File: config.mk
export PLATFORM = sky130hd
export DESIGN_NAME = tct_top
export DESIGN_NICKNAME = d
export VERILOG_FILES = /design/src/rtl/tct_pkg.sv /design/src/rtl/tct_cmd_if.sv /design/src/rtl/tct_sync.sv /design/src/rtl/tct_counter.sv /design/src/rtl/tct_top.sv
export SDC_FILE = /design/constraint.sdc
export NUM_CORES = 1
export LEC_CHECK = 0
export ABC_AREA = 1
export BUFFER_PORTS_ARGS = -buffer_cell sky130_fd_sc_hd__buf_2
export CAP_MARGIN = 10
export CORE_MARGIN = 4
export CORE_UTILIZATION = 50
export CTS_BUF_LIST = sky130_fd_sc_hd__clkbuf_4 sky130_fd_sc_hd__clkbuf_8
export DETAILED_ROUTE_END_ITERATION = 16
export GPL_TIMING_DRIVEN = 0
export PLACE_DENSITY = 0.78
export SETUP_SLACK_MARGIN = 0.15
export SYNTH_ARGS = -nofsm -noshare
export SYNTH_HDL_FRONTEND = slang
export SYNTH_HIERARCHICAL = 1
export SYNTH_SLANG_ARGS = --single-unit
File: constraint.sdc
create_clock -name clk -period 5.3 [get_ports clk]
set_input_delay 0.53 -clock clk [delete_from_list [all_inputs] [get_ports clk]]
set_output_delay 0.53 -clock clk [all_outputs]
set_load 0.03 [all_outputs]
File: src/rtl/tct_pkg.sv
package tct_pkg;
    // word indices of the registers (byte address divided by four on the bus)
    localparam logic [3:0] ADDR_CNT1 = 4'h6;
    localparam logic [3:0] ADDR_CNT2 = 4'h7;
    localparam logic [3:0] ADDR_CNT3 = 4'h8;
    localparam logic [3:0] ADDR_CMD = 4'h9;
    localparam logic [3:0] ADDR_BANK = 4'ha;
    localparam int BUS_ADDR_W = 6;
    // command byte fields
    localparam int CMD_SEL_HI = 7;
    localparam int CMD_SEL_LO = 6;
    localparam int CMD_ACC_HI = 5;
    localparam int CMD_ACC_LO = 4;
    localparam int CMD_MODE_HI = 3;
    localparam int CMD_MODE_LO = 1;
    localparam int CMD_BCD = 0;
    localparam int RB_COUNT_N = 5;
    localparam int RB_STATUS_N = 4;
    localparam int RB_MASK_LO = 1;
    // status byte fields
    localparam int ST_OUT = 7;
    localparam int ST_NULL = 6;
    localparam logic [1:0] SEL_READBACK = 2'h3;
    localparam logic [1:0] ACC_LATCH = 2'h0;
    localparam logic [1:0] ACC_LOW = 2'h1;
    localparam logic [1:0] ACC_HIGH = 2'h2;
    localparam logic [1:0] ACC_BOTH = 2'h3;
    localparam logic [2:0] MODE_TC_INT = 3'h0;
    localparam logic [2:0] MODE_ONE_SHOT = 3'h1;
    localparam logic [2:0] MODE_RATE = 3'h2;
    localparam logic [2:0] MODE_SQUARE = 3'h3;
    localparam logic [2:0] MODE_SW_STROBE = 3'h4;
    localparam logic [2:0] MODE_HW_STROBE = 3'h5;
    // values after reset
    localparam logic [5:0] CFG_RESET = 6'h00;
    localparam logic [15:0] COUNT_RESET = 16'h0000;
    localparam logic [7:0] READ_IDLE = 8'h00;
endpackage

File: src/rtl/tct_cmd_if.sv
`timescale 1ns/1ps
interface tct_cmd_if;
    logic cfgWrite;
    logic [5:0] cfgValue;
    logic dataWrite;
    logic dataRead;
    logic [7:0] wrData;
    logic countLatch;
    logic statusLatch;
    logic [7:0] rdData;
    modport ctl (output cfgWrite, cfgValue, dataWrite, dataRead, wrData,
        countLatch, statusLatch, input rdData);
    modport cnt (input cfgWrite, cfgValue, dataWrite, dataRead, wrData,
        countLatch, statusLatch, output rdData);
endinterface

File: src/rtl/tct_sync.sv
`timescale 1ns/1ps
module tct_sync (
    // clock and reset
    input wire logic clk,
    input wire logic rst,
    // raw pin and its filtered level
    input wire logic pinIn,
    output logic levelOut,
    output logic risePulse
);
    logic s1_r, s2_r, s3_r, primed_r;
    // stages carry no reset: a reset low on a pin idling high
    // would otherwise look like a rising edge just after reset
    always_ff @(posedge clk) begin
        s1_r <= pinIn;
        s2_r <= s1_r;
        s3_r <= s2_r;
    end
    always_ff @(posedge clk) begin
        if (rst) begin
            primed_r <= 1'b0;
            levelOut <= 1'b0;
            risePulse <= 1'b0;
        end else begin
            // change accepted only once the two later stages agree
            if (s2_r == s3_r) begin
                levelOut <= s3_r;
                primed_r <= 1'b1;
            end
            risePulse <= primed_r && (s2_r == s3_r) && s3_r && !levelOut;
        end
    end
endmodule

File: src/rtl/tct_counter.sv
`timescale 1ns/1ps
module tct_counter
    import tct_pkg::*;
(
    // clock and reset
    input wire logic clk,
    input wire logic rst,
    // register side
    tct_cmd_if.cnt cmd,
    // counting side, one-cycle pulses and a gate level
    input wire logic tick,
    input wire logic gate,
    input wire logic gateRise,
    output logic outLevel
);
    logic [5:0] cfg_r;
    logic [15:0] count_r, load_r, latch_r;
    logic [7:0] status_r;
    logic cntHeld_r, stHeld_r, nullCnt_r, wrHi_r, rdHi_r;
    logic armed_r, loadPend_r, trig_r;
    wire [1:0] acc = cfg_r[5:4];
    wire [2:0] mode = cfg_r[3:1];
    wire bcd = cfg_r[0];
    // modes 1 and 5 load their count on a gate edge only
    wire trigMode = (mode == MODE_ONE_SHOT) || (mode == MODE_HW_STROBE);
    wire [15:0] shown = cntHeld_r ? latch_r : count_r;

    function automatic logic [15:0] dec(input logic [15:0] v, input logic b);
        logic [15:0] r;
        r = v - 16'h0001;
        if (b) begin
            r = v;
            for (int i = 0; i < 4; i++) begin
                if (r[i*4 +: 4] != 4'h0) begin
                    r[i*4 +: 4] = r[i*4 +: 4] - 4'h1;
                    break;
                end
                r[i*4 +: 4] = 4'h9;
            end
        end
        return r;
    endfunction

    // read data: status first, then latched or live count bytes
    always_comb begin
        if (stHeld_r) begin
            cmd.rdData = status_r;
        end else if (acc == ACC_HIGH || (acc == ACC_BOTH && rdHi_r)) begin
            cmd.rdData = shown[15:8];
        end else begin
            cmd.rdData = shown[7:0];
        end
    end

    wire wrDone = cmd.dataWrite && (acc != ACC_BOTH || wrHi_r);
    wire [15:0] newLoad = (acc == ACC_LOW) ? {8'h00, cmd.wrData} :
        (acc == ACC_HIGH) ? {cmd.wrData, 8'h00} :
        (wrHi_r ? {cmd.wrData, load_r[7:0]} : {8'h00, cmd.wrData});
    // a zero count stands for the full range
    wire reload = loadPend_r || (trig_r && (mode == MODE_ONE_SHOT ||
        mode == MODE_HW_STROBE));
    wire [15:0] stepped = dec(count_r, bcd);
    wire atOne = (count_r == 16'h0001);
    wire atTwo = (count_r == 16'h0002);
    wire gateOk = gate || mode == MODE_ONE_SHOT || mode == MODE_HW_STROBE;

    always_ff @(posedge clk) begin
        if (rst) begin
            cfg_r <= CFG_RESET;
            count_r <= COUNT_RESET;
            load_r <= COUNT_RESET;
            latch_r <= COUNT_RESET;
            status_r <= READ_IDLE;
            {cntHeld_r, stHeld_r, nullCnt_r} <= 3'h0;
            {wrHi_r, rdHi_r, armed_r, loadPend_r, trig_r} <= 5'h00;
            outLevel <= 1'b0;
        end else begin
            if (cmd.cfgWrite) begin
                cfg_r <= cmd.cfgValue;
                trig_r <= 1'b0;
                {cntHeld_r, stHeld_r, wrHi_r, rdHi_r} <= 4'h0;
                armed_r <= 1'b0;
                nullCnt_r <= 1'b1;
                outLevel <= (cmd.cfgValue[3:1] != MODE_TC_INT);
            end
            if (cmd.dataWrite) begin // [RULE_04]
                load_r <= newLoad;
                wrHi_r <= (acc == ACC_BOTH) && !wrHi_r;
                if (wrDone) begin
                    nullCnt_r <= 1'b1; // [RULE_20]
                    loadPend_r <= !trigMode;
                    if (mode == MODE_TC_INT) begin
                        outLevel <= 1'b0;
                    end
                    armed_r <= 1'b1;
                end
            end
            if (cmd.dataRead) begin // [RULE_05]
                if (stHeld_r) begin
                    stHeld_r <= 1'b0; // [RULE_08]
                end else if (acc == ACC_BOTH && !rdHi_r) begin
                    rdHi_r <= 1'b1; // [RULE_07]
                end else begin
                    rdHi_r <= 1'b0;
                    cntHeld_r <= 1'b0;
                end
            end
            if (cmd.countLatch && !cntHeld_r) begin // [RULE_06]
                latch_r <= count_r; // [RULE_11]
                cntHeld_r <= 1'b1;
            end
            if (cmd.statusLatch && !stHeld_r) begin // [RULE_06]
                status_r <= {outLevel, nullCnt_r, cfg_r}; // [RULE_19]
                stHeld_r <= 1'b1;
            end
            // a command word written in the same cycle wins over the tick
            if (tick && armed_r && !cmd.cfgWrite) begin // [RULE_21]
                if (reload) begin
                    count_r <= load_r;
                    if (!wrDone) begin
                        // a count written in this cycle stays pending
                        nullCnt_r <= 1'b0; // [RULE_20]
                        loadPend_r <= 1'b0;
                    end
                    trig_r <= 1'b0;
                    if (mode == MODE_ONE_SHOT) begin
                        outLevel <= 1'b0;
                    end
                end else if (gateOk) begin
                    count_r <= stepped;
                    case (mode)
                        MODE_TC_INT, MODE_ONE_SHOT: begin
                            if (atOne) begin
                                outLevel <= 1'b1;
                            end
                        end
                        MODE_RATE: begin
                            outLevel <= !atTwo;
                            if (atOne) begin
                                count_r <= load_r;
                            end
                        end
                        MODE_SQUARE: begin
                            if (atOne) begin
                                outLevel <= !outLevel;
                                count_r <= load_r;
                            end
                        end
                        MODE_SW_STROBE, MODE_HW_STROBE: begin
                            outLevel <= !atOne;
                        end
                        default: begin
                            outLevel <= outLevel;
                        end
                    endcase
                end
            end
            // a gate edge wins over any clear of the trigger in this cycle
            if (gateRise) begin
                trig_r <= 1'b1;
            end
        end
    end
endmodule

File: src/rtl/tct_top.sv
`timescale 1ns/1ps
// Notes on behaviour
// [RULE_01] three counters; first two make wave events, third can clock them
// [RULE_02] data ports at 06, 07 with bank bit clear, and 08
// [RULE_03] command register is write-only at 09
// [RULE_04] data write loads starting count in the chosen byte order
// [RULE_05] reads give live count unless latched data waits unread
// [RULE_06] latch requests ignored while earlier latched data is unread
// [RULE_07] latched 16-bit count reads low byte first, then high
// [RULE_08] status byte reads first, then count bytes
// [RULE_09] select field 00,01,10 picks counter; 11 means read-back
// [RULE_10] access field: latch, low only, high only, low then high
// [RULE_11] count-latch captures selected counter's count for next read
// [RULE_12] mode field picks one of six counting modes
// [RULE_13] bit 0 set counts in decimal, clear counts in binary
// [RULE_14] read-back latches count, status or both of several counters
// [RULE_15] read-back bit 5 low latches counts of named counters
// [RULE_16] read-back bit 4 low latches status of named counters
// [RULE_17] read-back bits 3..1 name third, second and first counter
// [RULE_18] software writes zero in bit 0 of a read-back command
// [RULE_19] status byte: output, null count, access, mode, decimal bit
// [RULE_20] null count is one until the written count is loaded
// [RULE_21] counters step on clock edges and drive outputs per mode
module tct_top
    import tct_pkg::*;
(
    // clock and reset
    input wire logic clk,
    input wire logic rst,
    // avalon-mm slave
    input wire logic [BUS_ADDR_W-1:0] avsAddress,
    input wire logic avsRead,
    input wire logic avsWrite,
    input wire logic [31:0] avsWriteData,
    input wire logic [3:0] avsByteEnable,
    output logic [31:0] avsReadData,
    output logic avsWaitRequest,
    // counter pins from outside
    input wire logic [2:0] cntClkPin,
    input wire logic [2:0] cntGatePin,
    // counter outputs
    output logic [2:0] cntOut
);
    logic bank_r, done_r;
    logic [31:0] rdData_r;
    logic [2:0] outQ_r;
    logic [2:0] clkRise, gateLvl, gateRise, outW;
    logic [2:0] tick;
    logic [7:0] rdByte [3];

    tct_cmd_if ch [3] ();

    // word index taken from the byte address
    wire [3:0] idx = avsAddress[5:2];
    wire access = (avsRead || avsWrite) && !done_r;
    wire lane0 = avsByteEnable[0];
    wire hitC1 = (idx == ADDR_CNT1) && !bank_r; // [RULE_02]
    wire hitC2 = (idx == ADDR_CNT2) && !bank_r; // [RULE_02]
    wire hitC3 = (idx == ADDR_CNT3); // [RULE_02]
    wire hitCmd = (idx == ADDR_CMD); // [RULE_03]
    wire hitBank = (idx == ADDR_BANK);
    wire [2:0] hitCnt = {hitC3, hitC2, hitC1};
    wire [7:0] wb = avsWriteData[7:0];
    wire cmdWr = access && avsWrite && lane0 && hitCmd;
    wire [1:0] pick = wb[CMD_SEL_HI:CMD_SEL_LO]; // [RULE_09]
    wire [1:0] accSel = wb[CMD_ACC_HI:CMD_ACC_LO]; // [RULE_10]
    wire isRb = (pick == SEL_READBACK); // [RULE_14]
    // bit 0 of a read-back is not checked; software keeps it zero
    wire [2:0] rbMask = wb[RB_MASK_LO +: 3]; // [RULE_17] [RULE_18]

    function automatic logic [2:0] onehot(input logic [1:0] p);
        return (p == 2'h0) ? 3'h1 : (p == 2'h1) ? 3'h2 :
            (p == 2'h2) ? 3'h4 : 3'h0;
    endfunction

    wire [2:0] picked = onehot(pick);
    // counter three can replace the pin clock of the first two
    logic [1:0] useC3_r;

    generate
        for (genvar i = 0; i < 3; i++) begin : g_cnt
            tct_sync u_clk (
                .clk(clk),
                .rst(rst),
                .pinIn(cntClkPin[i]),
                .levelOut(),
                .risePulse(clkRise[i])
            );
            tct_sync u_gate (
                .clk(clk),
                .rst(rst),
                .pinIn(cntGatePin[i]),
                .levelOut(gateLvl[i]),
                .risePulse(gateRise[i])
            );
            // mode and format kept per counter [RULE_12] [RULE_13]
            assign ch[i].cfgWrite = cmdWr && !isRb && picked[i] &&
                accSel != ACC_LATCH;
            assign ch[i].cfgValue = wb[5:0];
            assign ch[i].dataWrite = access && avsWrite && lane0 &&
                hitCnt[i];
            assign ch[i].dataRead = access && avsRead && hitCnt[i];
            assign ch[i].wrData = wb;
            assign ch[i].countLatch = cmdWr && ((!isRb && picked[i] &&
                accSel == ACC_LATCH) || // [RULE_11]
                (isRb && rbMask[i] && !wb[RB_COUNT_N])); // [RULE_15]
            assign ch[i].statusLatch = cmdWr && isRb && rbMask[i] &&
                !wb[RB_STATUS_N]; // [RULE_16]
            assign rdByte[i] = ch[i].rdData;
            tct_counter u_cnt (
                .clk(clk),
                .rst(rst),
                .cmd(ch[i]),
                .tick(tick[i]),
                .gate(gateLvl[i]),
                .gateRise(gateRise[i]),
                .outLevel(outW[i])
            );
        end
    endgenerate

    // third counter output rising edge feeds the first two on request
    wire c3Rise = outW[2] && !outQ_r[2]; // [RULE_01]
    assign tick[0] = useC3_r[0] ? c3Rise : clkRise[0];
    assign tick[1] = useC3_r[1] ? c3Rise : clkRise[1];
    assign tick[2] = clkRise[2];

    wire [7:0] rdSel = hitC1 ? rdByte[0] : hitC2 ? rdByte[1] :
        hitC3 ? rdByte[2] : hitBank ? {5'h00, useC3_r, bank_r} : READ_IDLE;

    // one wait cycle per access keeps the read pops exactly once
    assign avsWaitRequest = (avsRead || avsWrite) && !done_r;

    always_ff @(posedge clk) begin
        if (rst) begin
            done_r <= 1'b0;
            rdData_r <= 32'h00000000;
            bank_r <= 1'b0;
            useC3_r <= 2'h0;
            outQ_r <= 3'h0;
            cntOut <= 3'h0;
        end else begin
            done_r <= access;
            outQ_r <= outW;
            cntOut <= outW; // [RULE_21]
            if (access && avsRead) begin
                rdData_r <= {24'h000000, rdSel};
            end
            if (access && avsWrite && lane0 && hitBank) begin
                bank_r <= wb[0];
                useC3_r <= wb[2:1];
            end
        end
    end
    assign avsReadData = rdData_r;
endmodule

==> metrics.txt <==
largest net degree at the start of global routing=28; cell internal pwr=3.328 mW; Congestion Overflow GR=0; vias in the first global route=12,880; status=finished clean; Hold EP=g_cnt[2].u_gate/s1_r; predominant post-synthesis flop cell=dfxtp_1; setup TNS=0 ns; critical path's slowest cell=dfxtp_1; Clock Sinks=264; Non-Filler Instances=2,541; Num CTS Buffers=between 40 and 50; Crit Path Max Fanout=10; core box area=0.02710 mm^2; IO Port Bufs=34; Slew HR=0.5244; CP bufs+invs=7; Static Leakage=6.444 nW; number of warning messages in the yosys log=6; CP Class=reg -> reg; Worst setup EP type=flop; Hold Vio Cnt, Final=0; clk root buf=clkbuf_8; asr flop ratio synth=0; Worst IR Drop VDD=0.0002550 V; routed len/inst=16.06 um; worst r2r path cells=14; Initial Utilization=0.5111; period utilisation layout=0.5233; Final Critical Period=2.773 ns; CP startpoint kind=flop; HP Start=cntGatePin[2]; vias per inst=5.587; GRT Total Usage=0.2586; final WL=40,800 um; cell area power density=between 200 and 300 mW/mm^2; Rows=60; global routing met1 resource utilization=0.3598; R2R setup slack=roughly 2.5 ns; Cell variety after synth=36; synthesized area per cell=a little under 7 um^2; area delta synth->final=12.91%; worst path cell trace=inv_1 > nand3_1 > inv_1 > nand4_1 > nor4_1 > buf_4 > inv_2 > nand3_1 > inv_1 > o21ai_1 > buf_4 > buf_2 > a21oi_1 > a21oi_1; worst slew pin tran=0.7135 ns; HP Class=in -> reg; hold_buf cts=0; met2 Usage GRT=0.4090; sequential power share=0.467; Die W=174.4 um; met3 Use GR=0.04154; # IOs=88; Post-synth EDFFs=0; worst r2r src=done_r; CP top delay family=buffers and inverters; clock slew at reported path FFs=0.06 ns; most frequent CP cell=inv_1; net switching power=1.005 mW; Placer Congestion=0.9736; max-slew violation count=0; busiest layer in global routing=met2; Post-Syn Area=between 0.01 and 0.015 mm^2; highest clock rate=360.6 MHz; DP Cell Count=2,459; Sw Ratio=0.2320; via count=around 14,000; Clk pwr share=0.488; H-tree lvl count=2; RSZ-0062 raised after global routing=false; clk_lat worst skew=0.57 ns; Hold Path Depth=1; CTS resizes=0; HPWL Detailed=28,950 um; share of cells above drive strength 1=0.1319; crit path DAT=3.25 ns; max-cap viol count=0; Routed Antenna Nets=0; first-pass GRT wire length=65,660 um; diode count=0; Fillers=2,578; critical path data required time=5.78 ns; CTS tree=yes; register area share after synthesis=0.3815; slowest stage delay, CP=0.30 ns; Nets=2,199; drt pass-1 iters=5; initial DRC count=1,516; antenna violations before repair=0; Total Die Area=approximately 0.03 mm^2; Residual DRC=0; clock buffer depth=3; Die Y=174.4 um; synthesized flop and latch total=between 200 and 300; combinational power share=0.044; endpoints failing setup=0; Fin Clk Skew=roughly 0.029 ns; postcts setup bufs=0; post-synthesis cell count=2,030; Crit. Startpoint=done_r; r2r endpoint=g_cnt[1].u_cnt/count_r[5]
==> kinds of logic after synthesis <==
logic type	count (synthesis)	share of synthesized area
xor+xnor	6	0.003794
compound gates	559	0.2180
other cells	1	0.0002707
simple gates	847	0.2799
fa+ha+maj	12	0.01084
buf+inv	341	0.1057
flops	264	0.3815
==> cells in the mapped netlist (6+ instances only) <==
cell	number	share of area
a211oi_1	6	0.0033
a21oi_1	237	0.086
a21oi_2	15	0.0095
a31oi_1	11	0.0050
buf_2	15	0.0054
buf_4	38	0.021
clkbuf_1	55	0.015
dfxtp_1	264	0.38
ha_1	12	0.011
inv_1	209	0.057
inv_2	18	0.0049
nand2_1	386	0.10
nand2_2	7	0.0032
nand2_4	6	0.0049
nand3_1	166	0.060
nand3_2	27	0.020
nand4_1	16	0.0072
nor2_1	177	0.048
nor2_2	16	0.0072
nor2_4	12	0.0098
nor3_1	15	0.0054
nor3_2	6	0.0043
o211ai_1	33	0.018
o21ai_0	186	0.067
o21ai_1	48	0.017
o21bai_1	11	0.0060
o22ai_1	6	0.0027
or2_2	7	0.0032
xor2_1	6	0.0038
==> layout by cell type (no fill, tap or decap), types with 7 or more instances in the layout <==
cell,synthesis,routed
nor2_1,177,177
nor2_4,12,12
nand2_1,386,386
or2_2,7,7
nor3_1,15,15
inv_2,18,18
nand3_1,166,166
dfxtp_1,264,264
o21ai_1,48,48
clkbuf_4,0,11
o21ai_0,186,186
conb_1,1,24
nand3_2,27,27
nand4_1,16,16
ha_1,12,12
o211ai_1,33,33
nor2_2,16,16
buf_2,15,49
nand2_2,7,7
clkbuf_1,55,55
inv_1,209,209
a21oi_2,15,15
a21oi_1,237,237
a31oi_1,11,11
o21bai_1,11,11
buf_4,38,38
clkbuf_8,0,62
==> worst max path at each step <==
| stage | to | depth (start not counted) |
|---|---|---|
| 2_1_floorplan | g_cnt[2].u_cnt/count_r[12] | 14 |
| 3_3_place_gp | g_cnt[1].u_cnt/count_r[5] | 14 |
| 3_5_place_dp | g_cnt[1].u_cnt/count_r[9] | 14 |
| 4_1_cts | g_cnt[1].u_cnt/count_r[5] | 14 |
| 5_1_grt | g_cnt[0].u_cnt/count_r[5] | 14 |
| 6_report | g_cnt[1].u_cnt/count_r[5] | 14 |
==> power by group through the flow <==
stage,sequential [mW],clock (mW),combinational (mW)
floorplan,2.07,0,0.119
global placement,2.07,0,0.185
detailed placement,2.07,0,0.187
CTS,2.03,2.15,0.188
global route,2.03,2.24,0.208
finish,2.03,2.12,0.191
==> per-layer routing <==
layer	share of wire	wire length (um)
met1	0.44	18100
met2	0.45	18240
met3	0.079	3236
met4	0.030	1222
met5	0	0
==> sequential cells by signal, summed over array words and instances, names as in the netlist, 8 cells and up <==
signal,count
g_cnt.u_cnt/latch_r,48
g_cnt.u_cnt/status_r,24
avsReadData,8
g_cnt.u_cnt/load_r,48
g_cnt.u_cnt/count_r,48
g_cnt.u_cnt/cfg_r,18
==> cell type report <==
type | count | area [um^2] | share of cell area
multi-input combinational | 1448 | 7189 | 0.4597
sequential | 264 | 5285 | 0.3379
clock buffer | 73 | 935.9 | 0.05984
inverter | 227 | 852.1 | 0.05448
clock inverter | 9 | 130.1 | 0.008320
tap | 372 | 465.4 | 0.02976
timing repair buffer | 34 | 170.2 | 0.01088
buffer | 114 | 611.8 | 0.03912
==> stage by stage <==
step | total power, mW | hold slack [ns] | util | area (um^2) | setup slack (ns)
after floorplan | 2.187 | 0.3096 | - | 13940 | 3.089
after global placement | 2.252 | 0.3104 | 0.5378 | 14570 | 2.419
after detailed placement | 2.255 | 0.3136 | 0.5378 | 14570 | 2.418
after CTS | 4.364 | 0.03164 | 0.5771 | 15640 | 2.591
after global routing | 4.475 | 0.03132 | 0.5771 | 15640 | 2.332
final | 4.333 | 0.05835 | 0.5771 | 15640 | 2.527
Note: power is estimated with default switching activity, not from simulation.
